$ cat config.mk
export PLATFORM = sky130hd
export DESIGN_NAME = pmbus_seq_status_telemetry_regs
export DESIGN_NICKNAME = d
export VERILOG_FILES = /design/src/hdl/pmbus_seq_pkg.sv /design/src/hdl/pmbus_seq_status_telemetry_regs.sv
export VERILOG_INCLUDE_DIRS = /design/src /design/src/hdl
export SDC_FILE = /design/constraint.sdc
export NUM_CORES = 2
export LEC_CHECK = 0
export BUFFER_PORTS_ARGS = -buffer_cell sky130_fd_sc_hd__buf_2
export CELL_PAD_IN_SITES_DETAIL_PLACEMENT = 0
export CELL_PAD_IN_SITES_GLOBAL_PLACEMENT = 2
export CORE_UTILIZATION = 35
export DETAILED_ROUTE_END_ITERATION = 10
export PLACE_DENSITY_LB_ADDON = 0.1
export SYNTH_ARGS = -nofsm -noshare
export SYNTH_HDL_FRONTEND = slang
export SYNTH_SLANG_ARGS = --single-unit
$ cat constraint.sdc
create_clock -name ref_clk_i -period 4.5 [get_ports ref_clk_i]
set_input_delay 0.225 -clock ref_clk_i [delete_from_list [all_inputs] [get_ports ref_clk_i]]
set_output_delay 0.225 -clock ref_clk_i [all_outputs]
set_load 0.005 [all_outputs]
$ cat src/hdl/pmbus_seq_consts.svh
// constants for the pmbus sequencing, status and telemetry register bank
`ifndef PMBUS_SEQ_CONSTS_SVH
`define PMBUS_SEQ_CONSTS_SVH
// command codes
`define CMD_PAGE 8'h00
`define CMD_VIN_OV_LIMIT 8'h55
`define CMD_VIN_OV_ACTION 8'h56
`define CMD_VIN_UV_WARN 8'h58
`define CMD_TURN_ON_DELAY_TIME 8'h60
`define CMD_TURN_ON_RISE_TIME 8'h61
`define CMD_TON_LIMIT 8'h62
`define CMD_TON_ACTION 8'h63
`define CMD_TURN_OFF_DELAY_TIME 8'h64
`define CMD_TURN_OFF_FALL_TIME 8'h65
`define CMD_STAT_BYTE 8'h78
`define CMD_STAT_WORD 8'h79
`define CMD_STAT_VOUT 8'h7A
`define CMD_STAT_IOUT 8'h7B
`define CMD_STAT_INPUT 8'h7C
`define CMD_STAT_TEMP 8'h7D
`define CMD_STAT_CML 8'h7E
`define CMD_STAT_DEV 8'h80
`define CMD_MEAS_VIN 8'h88
`define CMD_MEAS_VOUT 8'h8B
`define CMD_MEAS_IOUT 8'h8C
`define CMD_MEAS_TEXT 8'h8D
`define CMD_MEAS_TINT 8'h8E
`define CMD_MEAS_FREQ 8'h95
`define CMD_REVISION 8'h98
`define CMD_MAKER_ID 8'h99
`define CMD_MODEL_ID 8'hAD
// reset values and protocol revision
`define RST_VIN_OV_LIMIT 16'hD3E0
`define RST_VIN_OV_ACTION 8'h80
`define RST_VIN_UV_WARN 16'hCB26
`define RST_TURN_ON_DELAY_TIME 16'h8000
`define RST_TURN_ON_RISE_TIME 16'hD200
`define RST_TON_LIMIT 16'hD280
`define RST_TON_ACTION 8'hB8
`define RST_TURN_OFF_DELAY_TIME 16'h8000
`define RST_TURN_OFF_FALL_TIME 16'hD200
`define RST_PAGE 8'h00
`define PROTOCOL_REVISION 8'h22
// status field positions
`define SB_OFF 6
`define SB_TEMP 2
`define SB_CML 1
`define SW_VOUT 15
`define SW_IOUT 14
`define SW_INPUT 13
`define SW_DEV 12
`define VOUT_TON_MAX 2
`define CML_BAD_CMD 7
`define CML_BAD_DATA 6
// timing: sequencer time base is one sixteenth of a millisecond
`define CLK_PERIOD_NS 50
`define SEQ_TICK_NS 62500
`define SEQ_TICK_CYC (`SEQ_TICK_NS / `CLK_PERIOD_NS)
`endif

$ cat src/hdl/pmbus_seq_pkg.sv
// types shared by the pmbus sequencing register bank
package pmbus_seq_pkg;
    typedef struct packed {
        logic valid;
        logic write;
        logic [7:0] code;
        logic [3:0] index;
        logic [15:0] wdata;
    } cmd_req_type;
    typedef struct packed {
        logic [15:0] vout;
        logic [15:0] iout;
        logic [15:0] text;
        logic [15:0] freq;
    } chan_meas_type;
    typedef struct packed {
        logic [7:0] vout;
        logic [7:0] iout;
        logic [7:0] temp;
        logic [7:0] dev;
    } chan_evt_type;
    typedef enum logic [2:0] {
        SEQ_OFF = 3'b000,
        SEQ_ON_DELAY = 3'b001,
        SEQ_RISING = 3'b010,
        SEQ_ON = 3'b011,
        SEQ_OFF_DELAY = 3'b100,
        SEQ_FALLING = 3'b101
    } seq_state_type;
endpackage

$ cat src/hdl/pmbus_seq_status_telemetry_regs.sv
// pmbus command register bank with turn-on/turn-off sequencer, status and telemetry
`timescale 1ns/1ns
`include "pmbus_seq_consts.svh"
module pmbus_seq_status_telemetry_regs
    import pmbus_seq_pkg::*;
#(
    parameter logic [23:0] MAKER_STRING = 24'h4142_43, // arbitrary value
    parameter logic [71:0] MODEL_STRING = 72'h41_4243_4431_3233_3435, // arbitrary value
    parameter int TICK_CYCLES = `SEQ_TICK_CYC
) (
    // clock and reset
    input wire logic ref_clk_i,
    input wire logic resetn_i,
    // command port
    input wire cmd_req_type cmd_i,
    output logic rsp_valid_o,
    output logic [15:0] rsp_data_o,
    // on/off requests and power-good per channel
    input wire logic run_pin_i,
    input wire logic [1:0] operation_on_i,
    input wire logic [1:0] vout_above_uv_i,
    // measurements and fault events
    input wire logic [15:0] meas_vin_i,
    input wire logic [15:0] meas_tint_i,
    input wire chan_meas_type [1:0] meas_i,
    input wire logic [7:0] input_evt_i,
    input wire chan_evt_type [1:0] evt_i,
    // sequencer outputs
    output logic [1:0] power_on_o,
    output logic [1:0] ramp_up_o,
    output logic [1:0] ramp_down_o,
    output logic [1:0] ton_timeout_o,
    // configuration for the analogue side
    output logic [15:0] vin_ov_limit_o,
    output logic [15:0] vin_uv_warn_o,
    output logic [15:0] vin_ov_action_o
);

    // l11 time in ms converted to sixteenths of a ms; negative reads as zero
    function automatic logic [31:0] l11_to_ticks(input logic [15:0] w);
        logic signed [5:0] sh;
        logic [31:0] m;
        sh = 6'(signed'(w[15:11])) + 6'sd4;
        m = {21'h00_0000, w[10:0]};
        if (w[10]) begin
            l11_to_ticks = 32'h0000_0000;
        end else if (sh >= 0) begin
            l11_to_ticks = m << sh;
        end else begin
            l11_to_ticks = m >> (-sh);
        end
    endfunction

    // registers and state
    logic [7:0] page_r, page_nxt;
    logic [15:0] vin_ov_limit_r, vin_ov_limit_nxt;
    logic [15:0] vin_uv_warn_r, vin_uv_warn_nxt;
    logic [7:0] vin_ov_action_r [2], vin_ov_action_nxt [2];
    logic [15:0] turn_on_delay_time_r [2], turn_on_delay_time_nxt [2];
    logic [15:0] turn_on_rise_time_r [2], turn_on_rise_time_nxt [2];
    logic [15:0] ton_limit_r [2], ton_limit_nxt [2];
    logic [7:0] ton_action_r [2], ton_action_nxt [2];
    logic [15:0] turn_off_delay_time_r [2], turn_off_delay_time_nxt [2];
    logic [15:0] turn_off_fall_time_r [2], turn_off_fall_time_nxt [2];
    logic [7:0] st_vout_r [2], st_vout_nxt [2];
    logic [7:0] st_iout_r [2], st_iout_nxt [2];
    logic [7:0] st_temp_r [2], st_temp_nxt [2];
    logic [7:0] st_dev_r [2], st_dev_nxt [2];
    logic [7:0] st_input_r, st_input_nxt;
    logic [7:0] st_cml_r, st_cml_nxt;
    logic rsp_valid_r, rsp_valid_nxt;
    logic [15:0] rsp_data_r, rsp_data_nxt;
    logic run_meta_r, run_sync_r;
    logic [10:0] pre_r, pre_nxt;
    logic tick_r, tick_nxt;
    seq_state_type seq_r [2], seq_nxt [2];
    logic [31:0] cnt_r [2], cnt_nxt [2];
    logic [31:0] tocnt_r [2], tocnt_nxt [2];
    logic proven_r [2], proven_nxt [2];
    logic [1:0] pwr_r, pwr_nxt, up_r, up_nxt, dn_r, dn_nxt, tmo_r, tmo_nxt;
    logic ch;
    logic [7:0] sbyte [2];
    logic [15:0] sword [2];
    logic [1:0] timeout_evt;

    assign ch = page_r[0];

    // enable pin enters through two flip-flops
    always_ff @(posedge ref_clk_i or negedge resetn_i) begin
        if (!resetn_i) begin
            run_meta_r <= 1'b0;
            run_sync_r <= 1'b0;
        end else begin
            run_meta_r <= run_pin_i;
            run_sync_r <= run_meta_r;
        end
    end

    // status summaries built from the detail bytes and sequencer state
    always_comb begin
        for (int c = 0; c < 2; c++) begin
            sbyte[c] = 8'h00;
            sbyte[c][`SB_OFF] = ~pwr_r[c];
            sbyte[c][`SB_TEMP] = |st_temp_r[c];
            sbyte[c][`SB_CML] = |st_cml_r;
            sword[c] = {8'h00, sbyte[c]};
            sword[c][`SW_VOUT] = |st_vout_r[c];
            sword[c][`SW_IOUT] = |st_iout_r[c];
            sword[c][`SW_INPUT] = |st_input_r;
            sword[c][`SW_DEV] = |st_dev_r[c];
        end
    end

    // sequencer time base prescaler
    always_comb begin
        tick_nxt = 1'b0;
        pre_nxt = pre_r + 11'h001;
        if (pre_r == 11'(TICK_CYCLES - 1)) begin
            pre_nxt = 11'h000;
            tick_nxt = 1'b1;
        end
    end

    // per-channel turn-on/turn-off sequencer
    always_comb begin
        logic req_on;
        logic adv;
        req_on = 1'b0;
        adv = 1'b0;
        timeout_evt = 2'b00;
        for (int c = 0; c < 2; c++) begin
            req_on = run_sync_r & operation_on_i[c];
            seq_nxt[c] = seq_r[c];
            cnt_nxt[c] = tick_r ? cnt_r[c] + 32'h0000_0001 : cnt_r[c];
            tocnt_nxt[c] = tick_r ? tocnt_r[c] + 32'h0000_0001 : tocnt_r[c];
            proven_nxt[c] = proven_r[c] | vout_above_uv_i[c];
            adv = 1'b0;
            case (seq_r[c])
                SEQ_OFF: begin
                    proven_nxt[c] = 1'b0;
                    if (req_on) begin
                        seq_nxt[c] = SEQ_ON_DELAY;
                        adv = 1'b1;
                    end
                end
                SEQ_ON_DELAY: begin
                    if (!req_on) begin
                        seq_nxt[c] = SEQ_OFF;
                        adv = 1'b1;
                    end else if (cnt_r[c] >= l11_to_ticks(turn_on_delay_time_r[c])) begin
                        seq_nxt[c] = SEQ_RISING;
                        adv = 1'b1;
                        tocnt_nxt[c] = 32'h0000_0000;
                        proven_nxt[c] = vout_above_uv_i[c];
                    end
                end
                SEQ_RISING, SEQ_ON: begin
                    if (seq_r[c] == SEQ_RISING && cnt_r[c] >= l11_to_ticks(turn_on_rise_time_r[c])) begin
                        seq_nxt[c] = SEQ_ON;
                        adv = 1'b1;
                    end
                    if (!proven_r[c] && ton_limit_r[c][10:0] != 11'h000
                        && tocnt_r[c] >= l11_to_ticks(ton_limit_r[c])) begin
                        timeout_evt[c] = 1'b1;
                        proven_nxt[c] = 1'b1;
                        if (ton_action_r[c][7:6] != 2'b00) begin
                            seq_nxt[c] = SEQ_OFF;
                            adv = 1'b1;
                        end
                    end
                    if (!req_on && seq_nxt[c] != SEQ_OFF) begin
                        seq_nxt[c] = SEQ_OFF_DELAY;
                        adv = 1'b1;
                    end
                end
                SEQ_OFF_DELAY: begin
                    if (cnt_r[c] >= l11_to_ticks(turn_off_delay_time_r[c])) begin
                        seq_nxt[c] = SEQ_FALLING;
                        adv = 1'b1;
                    end
                end
                SEQ_FALLING: begin
                    if (cnt_r[c] >= l11_to_ticks(turn_off_fall_time_r[c])) begin
                        seq_nxt[c] = SEQ_OFF;
                        adv = 1'b1;
                    end
                end
                default: begin
                    seq_nxt[c] = SEQ_OFF;
                    adv = 1'b1;
                end
            endcase
            if (adv) begin
                cnt_nxt[c] = 32'h0000_0000;
            end
            pwr_nxt[c] = seq_nxt[c] != SEQ_OFF && seq_nxt[c] != SEQ_ON_DELAY;
            up_nxt[c] = seq_nxt[c] == SEQ_RISING;
            dn_nxt[c] = seq_nxt[c] == SEQ_FALLING;
            tmo_nxt[c] = timeout_evt[c];
        end
    end

    // command decode: writes, reads, status set and clear
    always_comb begin
        logic wr;
        logic bad_cmd;
        logic bad_data;
        logic [7:0] clr;
        wr = cmd_i.valid & cmd_i.write;
        bad_cmd = 1'b0;
        bad_data = 1'b0;
        clr = cmd_i.wdata[7:0];
        page_nxt = page_r;
        vin_ov_limit_nxt = vin_ov_limit_r;
        vin_uv_warn_nxt = vin_uv_warn_r;
        st_input_nxt = st_input_r | input_evt_i;
        for (int c = 0; c < 2; c++) begin
            vin_ov_action_nxt[c] = vin_ov_action_r[c];
            turn_on_delay_time_nxt[c] = turn_on_delay_time_r[c];
            turn_on_rise_time_nxt[c] = turn_on_rise_time_r[c];
            ton_limit_nxt[c] = ton_limit_r[c];
            ton_action_nxt[c] = ton_action_r[c];
            turn_off_delay_time_nxt[c] = turn_off_delay_time_r[c];
            turn_off_fall_time_nxt[c] = turn_off_fall_time_r[c];
            st_vout_nxt[c] = st_vout_r[c] | evt_i[c].vout;
            st_vout_nxt[c][`VOUT_TON_MAX] = st_vout_r[c][`VOUT_TON_MAX] | timeout_evt[c];
            st_iout_nxt[c] = st_iout_r[c] | evt_i[c].iout;
            st_temp_nxt[c] = st_temp_r[c] | evt_i[c].temp;
            st_dev_nxt[c] = st_dev_r[c] | evt_i[c].dev;
        end
        rsp_valid_nxt = cmd_i.valid;
        rsp_data_nxt = 16'h0000;
        if (cmd_i.valid) begin
            case (cmd_i.code)
                `CMD_PAGE: begin
                    rsp_data_nxt = {8'h00, page_r};
                    if (wr && cmd_i.wdata[7:1] == 7'h00) begin
                        page_nxt = cmd_i.wdata[7:0];
                    end else if (wr) begin
                        bad_data = 1'b1;
                    end
                end
                `CMD_VIN_OV_LIMIT: begin
                    rsp_data_nxt = vin_ov_limit_r;
                    if (wr) vin_ov_limit_nxt = cmd_i.wdata;
                end
                `CMD_VIN_OV_ACTION: begin
                    rsp_data_nxt = {8'h00, vin_ov_action_r[ch]};
                    if (wr) vin_ov_action_nxt[ch] = cmd_i.wdata[7:0];
                end
                `CMD_VIN_UV_WARN: begin
                    rsp_data_nxt = vin_uv_warn_r;
                    if (wr) vin_uv_warn_nxt = cmd_i.wdata;
                end
                `CMD_TURN_ON_DELAY_TIME: begin
                    rsp_data_nxt = turn_on_delay_time_r[ch];
                    if (wr) turn_on_delay_time_nxt[ch] = cmd_i.wdata;
                end
                `CMD_TURN_ON_RISE_TIME: begin
                    rsp_data_nxt = turn_on_rise_time_r[ch];
                    if (wr) turn_on_rise_time_nxt[ch] = cmd_i.wdata;
                end
                `CMD_TON_LIMIT: begin
                    rsp_data_nxt = ton_limit_r[ch];
                    if (wr) ton_limit_nxt[ch] = cmd_i.wdata;
                end
                `CMD_TON_ACTION: begin
                    rsp_data_nxt = {8'h00, ton_action_r[ch]};
                    if (wr) ton_action_nxt[ch] = cmd_i.wdata[7:0];
                end
                `CMD_TURN_OFF_DELAY_TIME: begin
                    rsp_data_nxt = turn_off_delay_time_r[ch];
                    if (wr) turn_off_delay_time_nxt[ch] = cmd_i.wdata;
                end
                `CMD_TURN_OFF_FALL_TIME: begin
                    rsp_data_nxt = turn_off_fall_time_r[ch];
                    if (wr) turn_off_fall_time_nxt[ch] = cmd_i.wdata;
                end
                `CMD_STAT_BYTE: rsp_data_nxt = {8'h00, sbyte[ch]};
                `CMD_STAT_WORD: rsp_data_nxt = sword[ch];
                `CMD_STAT_VOUT: begin
                    rsp_data_nxt = {8'h00, st_vout_r[ch]};
                    if (wr) st_vout_nxt[ch] = (st_vout_r[ch] & ~clr) | evt_i[ch].vout
                        | {5'h00, timeout_evt[ch], 2'b00};
                end
                `CMD_STAT_IOUT: begin
                    rsp_data_nxt = {8'h00, st_iout_r[ch]};
                    if (wr) st_iout_nxt[ch] = (st_iout_r[ch] & ~clr) | evt_i[ch].iout;
                end
                `CMD_STAT_INPUT: begin
                    rsp_data_nxt = {8'h00, st_input_r};
                    if (wr) st_input_nxt = (st_input_r & ~clr) | input_evt_i;
                end
                `CMD_STAT_TEMP: begin
                    rsp_data_nxt = {8'h00, st_temp_r[ch]};
                    if (wr) st_temp_nxt[ch] = (st_temp_r[ch] & ~clr) | evt_i[ch].temp;
                end
                `CMD_STAT_CML: rsp_data_nxt = {8'h00, st_cml_r};
                `CMD_STAT_DEV: begin
                    rsp_data_nxt = {8'h00, st_dev_r[ch]};
                    if (wr) st_dev_nxt[ch] = (st_dev_r[ch] & ~clr) | evt_i[ch].dev;
                end
                `CMD_MEAS_VIN: rsp_data_nxt = meas_vin_i;
                `CMD_MEAS_VOUT: rsp_data_nxt = meas_i[ch].vout;
                `CMD_MEAS_IOUT: rsp_data_nxt = meas_i[ch].iout;
                `CMD_MEAS_TEXT: rsp_data_nxt = meas_i[ch].text;
                `CMD_MEAS_TINT: rsp_data_nxt = meas_tint_i;
                `CMD_MEAS_FREQ: rsp_data_nxt = meas_i[ch].freq;
                `CMD_REVISION: rsp_data_nxt = {8'h00, `PROTOCOL_REVISION};
                `CMD_MAKER_ID: begin
                    rsp_data_nxt = (cmd_i.index < 4'd3) ?
                        {8'h00, MAKER_STRING[8'(23 - 8 * cmd_i.index) -: 8]} : 16'h0000;
                end
                `CMD_MODEL_ID: begin
                    rsp_data_nxt = (cmd_i.index < 4'd9) ?
                        {8'h00, MODEL_STRING[8'(71 - 8 * cmd_i.index) -: 8]} : 16'h0000;
                end
                default: bad_cmd = 1'b1;
            endcase
            // read-only commands refuse writes
            if (wr && (cmd_i.code == `CMD_STAT_BYTE || cmd_i.code == `CMD_STAT_WORD
                || cmd_i.code == `CMD_MEAS_VIN || cmd_i.code == `CMD_MEAS_VOUT
                || cmd_i.code == `CMD_MEAS_IOUT || cmd_i.code == `CMD_MEAS_TEXT
                || cmd_i.code == `CMD_MEAS_TINT || cmd_i.code == `CMD_MEAS_FREQ
                || cmd_i.code == `CMD_REVISION || cmd_i.code == `CMD_MAKER_ID
                || cmd_i.code == `CMD_MODEL_ID)) begin
                bad_cmd = 1'b1;
            end
        end
        // comms status: clear by write-one, new errors win
        st_cml_nxt = st_cml_r;
        if (wr && cmd_i.code == `CMD_STAT_CML) begin
            st_cml_nxt = st_cml_r & ~clr;
        end
        st_cml_nxt[`CML_BAD_CMD] = st_cml_nxt[`CML_BAD_CMD] | bad_cmd;
        st_cml_nxt[`CML_BAD_DATA] = st_cml_nxt[`CML_BAD_DATA] | bad_data;
    end

    // register all state apart from the enable-pin synchroniser
    always_ff @(posedge ref_clk_i or negedge resetn_i) begin
        if (!resetn_i) begin
            page_r <= `RST_PAGE;
            vin_ov_limit_r <= `RST_VIN_OV_LIMIT;
            vin_uv_warn_r <= `RST_VIN_UV_WARN;
            st_input_r <= 8'h00;
            st_cml_r <= 8'h00;
            rsp_valid_r <= 1'b0;
            rsp_data_r <= 16'h0000;
            pre_r <= 11'h000;
            tick_r <= 1'b0;
            pwr_r <= 2'b00;
            up_r <= 2'b00;
            dn_r <= 2'b00;
            tmo_r <= 2'b00;
            for (int c = 0; c < 2; c++) begin
                vin_ov_action_r[c] <= `RST_VIN_OV_ACTION;
                turn_on_delay_time_r[c] <= `RST_TURN_ON_DELAY_TIME;
                turn_on_rise_time_r[c] <= `RST_TURN_ON_RISE_TIME;
                ton_limit_r[c] <= `RST_TON_LIMIT;
                ton_action_r[c] <= `RST_TON_ACTION;
                turn_off_delay_time_r[c] <= `RST_TURN_OFF_DELAY_TIME;
                turn_off_fall_time_r[c] <= `RST_TURN_OFF_FALL_TIME;
                st_vout_r[c] <= 8'h00;
                st_iout_r[c] <= 8'h00;
                st_temp_r[c] <= 8'h00;
                st_dev_r[c] <= 8'h00;
                seq_r[c] <= SEQ_OFF;
                cnt_r[c] <= 32'h0000_0000;
                tocnt_r[c] <= 32'h0000_0000;
                proven_r[c] <= 1'b0;
            end
        end else begin
            page_r <= page_nxt;
            vin_ov_limit_r <= vin_ov_limit_nxt;
            vin_uv_warn_r <= vin_uv_warn_nxt;
            st_input_r <= st_input_nxt;
            st_cml_r <= st_cml_nxt;
            rsp_valid_r <= rsp_valid_nxt;
            rsp_data_r <= rsp_data_nxt;
            pre_r <= pre_nxt;
            tick_r <= tick_nxt;
            pwr_r <= pwr_nxt;
            up_r <= up_nxt;
            dn_r <= dn_nxt;
            tmo_r <= tmo_nxt;
            for (int c = 0; c < 2; c++) begin
                vin_ov_action_r[c] <= vin_ov_action_nxt[c];
                turn_on_delay_time_r[c] <= turn_on_delay_time_nxt[c];
                turn_on_rise_time_r[c] <= turn_on_rise_time_nxt[c];
                ton_limit_r[c] <= ton_limit_nxt[c];
                ton_action_r[c] <= ton_action_nxt[c];
                turn_off_delay_time_r[c] <= turn_off_delay_time_nxt[c];
                turn_off_fall_time_r[c] <= turn_off_fall_time_nxt[c];
                st_vout_r[c] <= st_vout_nxt[c];
                st_iout_r[c] <= st_iout_nxt[c];
                st_temp_r[c] <= st_temp_nxt[c];
                st_dev_r[c] <= st_dev_nxt[c];
                seq_r[c] <= seq_nxt[c];
                cnt_r[c] <= cnt_nxt[c];
                tocnt_r[c] <= tocnt_nxt[c];
                proven_r[c] <= proven_nxt[c];
            end
        end
    end

    // outputs straight from flip-flops
    assign rsp_valid_o = rsp_valid_r;
    assign rsp_data_o = rsp_data_r;
    assign power_on_o = pwr_r;
    assign ramp_up_o = up_r;
    assign ramp_down_o = dn_r;
    assign ton_timeout_o = tmo_r;
    assign vin_ov_limit_o = vin_ov_limit_r;
    assign vin_uv_warn_o = vin_uv_warn_r;
    assign vin_ov_action_o = {vin_ov_action_r[1], vin_ov_action_r[0]};

endmodule

==> impl_metrics.py <==
metrics = {
    "floorplan": {
        "ios": 342,
        "fp.dieW_um": 355,
        "die_y_um": 355,
        "rows": 129,
        "initial_core_util": 0.353,
        "core_area_um2": 124000,
        "die_area_um2": 126000,
    },
    "setup_path": {
        "path_cells": "buf_4 > or3b_4 > nor3_4 > xnor2_2 > or3_4 > o21ai_1 > a21oi_1 > or2_1 > ha_1 > a21oi_1 > o21ai_0 > a2bb2oi_2 > a31oi_1 > or3_4 > o31a_1 > buf_12 > nor3_1",
        "cp_top_family": "simple AND/OR/NAND/NOR gates",
        "crit_type": "flop to flop",
        "worst-path-max-fanout": 32,
        "cp-end-kind": "flop",
        "required_ns": 5.08,
        "cp-start-kind": "flop",
        "worst_ep_arrival_time_ns": 4.92,
        "max_stage_delay_ns": 0.44,
        "critPathSlowestCell": "or3b_4",
        "critPathBufInv": 2,
    },
    "routing": {
        "drc": 0,
        "drtAntennaViolNets": 0,
        "drt_iter0_markers": 3324,
        "avgRoutedWirePerCell_um": 26.2,
        "wirelength_um": 191000,
        "vias": 42600,
        "drt-vias-per-instance": 5.85,
        "drtPass1Iterations": 6,
    },
    "clock_network": {
        "cts.sinks": 487,
        "clkTransAtPathRegs_ns": 0.07,
        "cts_tree": "yes",
        "h-tree-depth": 2,
        "root_buffer": "clkbuf_16",
        "clockBufferDepth": 3,
        "cts-buffers-inserted": 59,
        "clk_latency_ns": 0.71,
    },
    "grt": {
        "grt_pass1_wl_um": 276000,
        "grt_max_degree": 112,
        "gr-total-overflow": 0,
        "grt_usage": 0.293,
        "antenna_found_initial": 20,
        "grt_pass1_vias": 40900,
    },
    "power_and_ir_drop": {
        "swShare": 0.333,
        "p_leak_uw": 0.0215,
        "p_clk_frac": 0.380,
        "seq_power_share": 0.392,
        "p_switching_uw": 4440,
        "p_int_uw": 8880,
        "p_per_area_nw_per_um2": 256,
        "peakVddDrop_uv": 354,
        "share_comb_of_total_power": 0.228,
    },
    "timing": {
        "hold_viol_final": 0,
        "slew_violations": 0,
        "relSlewSlack": 0.214,
        "period_share": 0.964,
        "period_needed_ns": 4.34,
        "setup_ws_ns": 0.161,
        "fin_skew_ns": 0.0652,
        "tns_ns": 0,
        "timing.fmax_mhz": 230,
        "setup_viol": 0,
        "worst_pin_slew_ns": 1.18,
    },
    "status": {
        "status": "completed",
    },
    "logic_synthesis": {
        "yosysSeqAreaShare": 0.281,
        "synth-edff-count": 0,
        "syn-num-nets": 5741,
        "synthCells": 5111,
        "synth_warnings": 0,
        "synth.distinct_cells": 92,
        "synth_area_um2": 43700,
        "ys_seq_elements": 487,
        "yosys_most_used_dff": "dfrtp_1",
        "async_flop_share": 1.00,
        "avgSynthCellArea_um2": 8.55,
    },
    "placement": {
        "dp.cells": 7067,
        "dp_hpwl_um": 149000,
        "post-place-ws_ns": -0.0305,
        "port_buffers": 341,
        "place_congestion": 0.937,
    },
    "layout": {
        "fin_nets": 6218,
        "stdcell_count": 7283,
        "fin_util": 0.419,
        "drive_above_1_share": 0.218,
        "syn2layout_area_growth_pct": 18.9,
    },
    "hold_path": {
        "hold_class": "primary input to flop",
    },
    "run": {
        "maxCapViolations": 0,
    },
}
stage by stage:
stage	hold WS, ns	total power (µW)	instance area (µm²)
floorplan	-0.0706	6870	43700
global placement	0.224	8150	48600
detailed placement	0.219	8170	48600
CTS	0.00149	13300	51500
global route	0.0402	13900	51900
finish	0.0365	13300	51900
per-layer routing:
layer / GRT usage / share of wire / vias up
met5: 0 / 0.00029 / -
met4: 0.103 / 0.037 / 10
met3: 0.0662 / 0.078 / 297
met2: 0.455 / 0.44 / 1469
met1: 0.397 / 0.44 / 20900
li1: - / - / 19900
synth_stat cells (70+ instances only):
cell | instances | area (µm²)
nand2_1 | 755 | 2830
dfrtp_1 | 431 | 10800
nor2_1 | 368 | 1380
ha_1 | 361 | 4520
mux2i_1 | 322 | 3220
mux2_2 | 303 | 3410
a21oi_1 | 288 | 1440
clkbuf_1 | 220 | 826
o21ai_0 | 217 | 1090
nor3_1 | 163 | 816
nand3_1 | 142 | 711
o22ai_1 | 137 | 857
xor2_1 | 101 | 885
a21o_1 | 98 | 736
xnor2_1 | 91 | 797
nand4_1 | 85 | 532
nor2b_1 | 70 | 438
worst paths after layout:
check,cells after the start,slack (ns),endpoint,start
worst max-delay path,17,0.16,cnt_r[36],ton_limit_r[28]
worst min-delay path,5,0.04,rsp_data_o[6],meas_vin_i[6]
worst max register to register,17,0.16,cnt_r[36],ton_limit_r[28]
worst min register to register,0,0.35,run_sync_r,run_meta_r
max in group asynchronous,3,3.25,st_dev_r[11],resetn_i
min in group asynchronous,2,0.09,pre_r[8],resetn_i
power groups by stage:
stage / Clock (µW) / Sequential [µW] / Combinational, µW
after CTS: 5150 / 5230 / 2950
after global placement: 0 / 5300 / 2850
after global routing: 5290 / 5280 / 3380
after floorplan: 0 / 5080 / 1790
final: 5050 / 5220 / 3040
after detailed placement: 0 / 5300 / 2870
registers in the layout, summed over array words and instances (netlist names), 8 cells and up:
name                   count
st_iout_r                 16
tocnt_r                   64
turn_on_delay_time_r      32
turn_off_delay_time_r     32
ton_action_r              16
pre_r                     11
ton_limit_r               32
st_dev_r                  16
turn_on_rise_time_r       32
st_input_r                 8
st_temp_r                 16
vin_ov_action_o           16
st_cml_r                   8
rsp_data_o                16
turn_off_fall_time_r      32
vin_uv_warn_o             16
page_r                     8
vin_ov_limit_o            16
st_vout_r                 16
cnt_r                     64
kinds of logic after synthesis:
family	count (synthesis)	share of synthesized area
adder cells (fa/ha/maj)	361	0.103
AND/OR/NAND/NOR	1881	0.201
buffers and inverters	377	0.0338
multiplexers	659	0.169
flip-flops	487	0.281
AO/OA/AOI/OAI	1154	0.173
XOR/XNOR	192	0.0385
what timing repair did:
action,4_1_cts,5_1_grt
pin swaps,1,5
hold endpoints to repair,146,0
hold buffers,94,0
gates resized for setup,4,85
endpoints found under the setup margin,64,105
setup buffers,1,2
layout make-up:
type                       instances  area (µm²)
multi-input combinational       4247       30300
tap                             1637        2050
inverter                          80         300
clock inverter                    25         318
sequential                       487       12300
clock buffer                      86        1700
antenna                            8        20.0
fill                           12600       71900
timing repair buffer             713        4930
layout by cell type (no fill, tap or decap), types with 49 or more instances in the layout:
cell	count
nand2_1	755
dfrtp_1	425
a21o_1	98
buf_2	340
xnor2_1	86
nor2_1	365
nand2b_1	50
xor2_1	96
a211oi_1	51
dfstp_2	56
buf_4	261
clkbuf_16	59
ha_1	353
nand3_1	141
mux2_2	303
o22ai_1	137
nor3_1	150
nor4_1	49
nor2b_1	70
a21oi_1	283
o21ai_0	211
a31oi_1	51
mux2i_1	318
nand4_1	85
inv_1	65
dlygate4sd3_1	94
worst min-delay path, stage by stage:
cell and delay, ns:
buf_2 0.08, nand2_1 0.04, o21ai_0 0.06, nor4_1 0.09
a41oi_1 0.20
No activity file was read; power rests on OpenSTA's default activity.
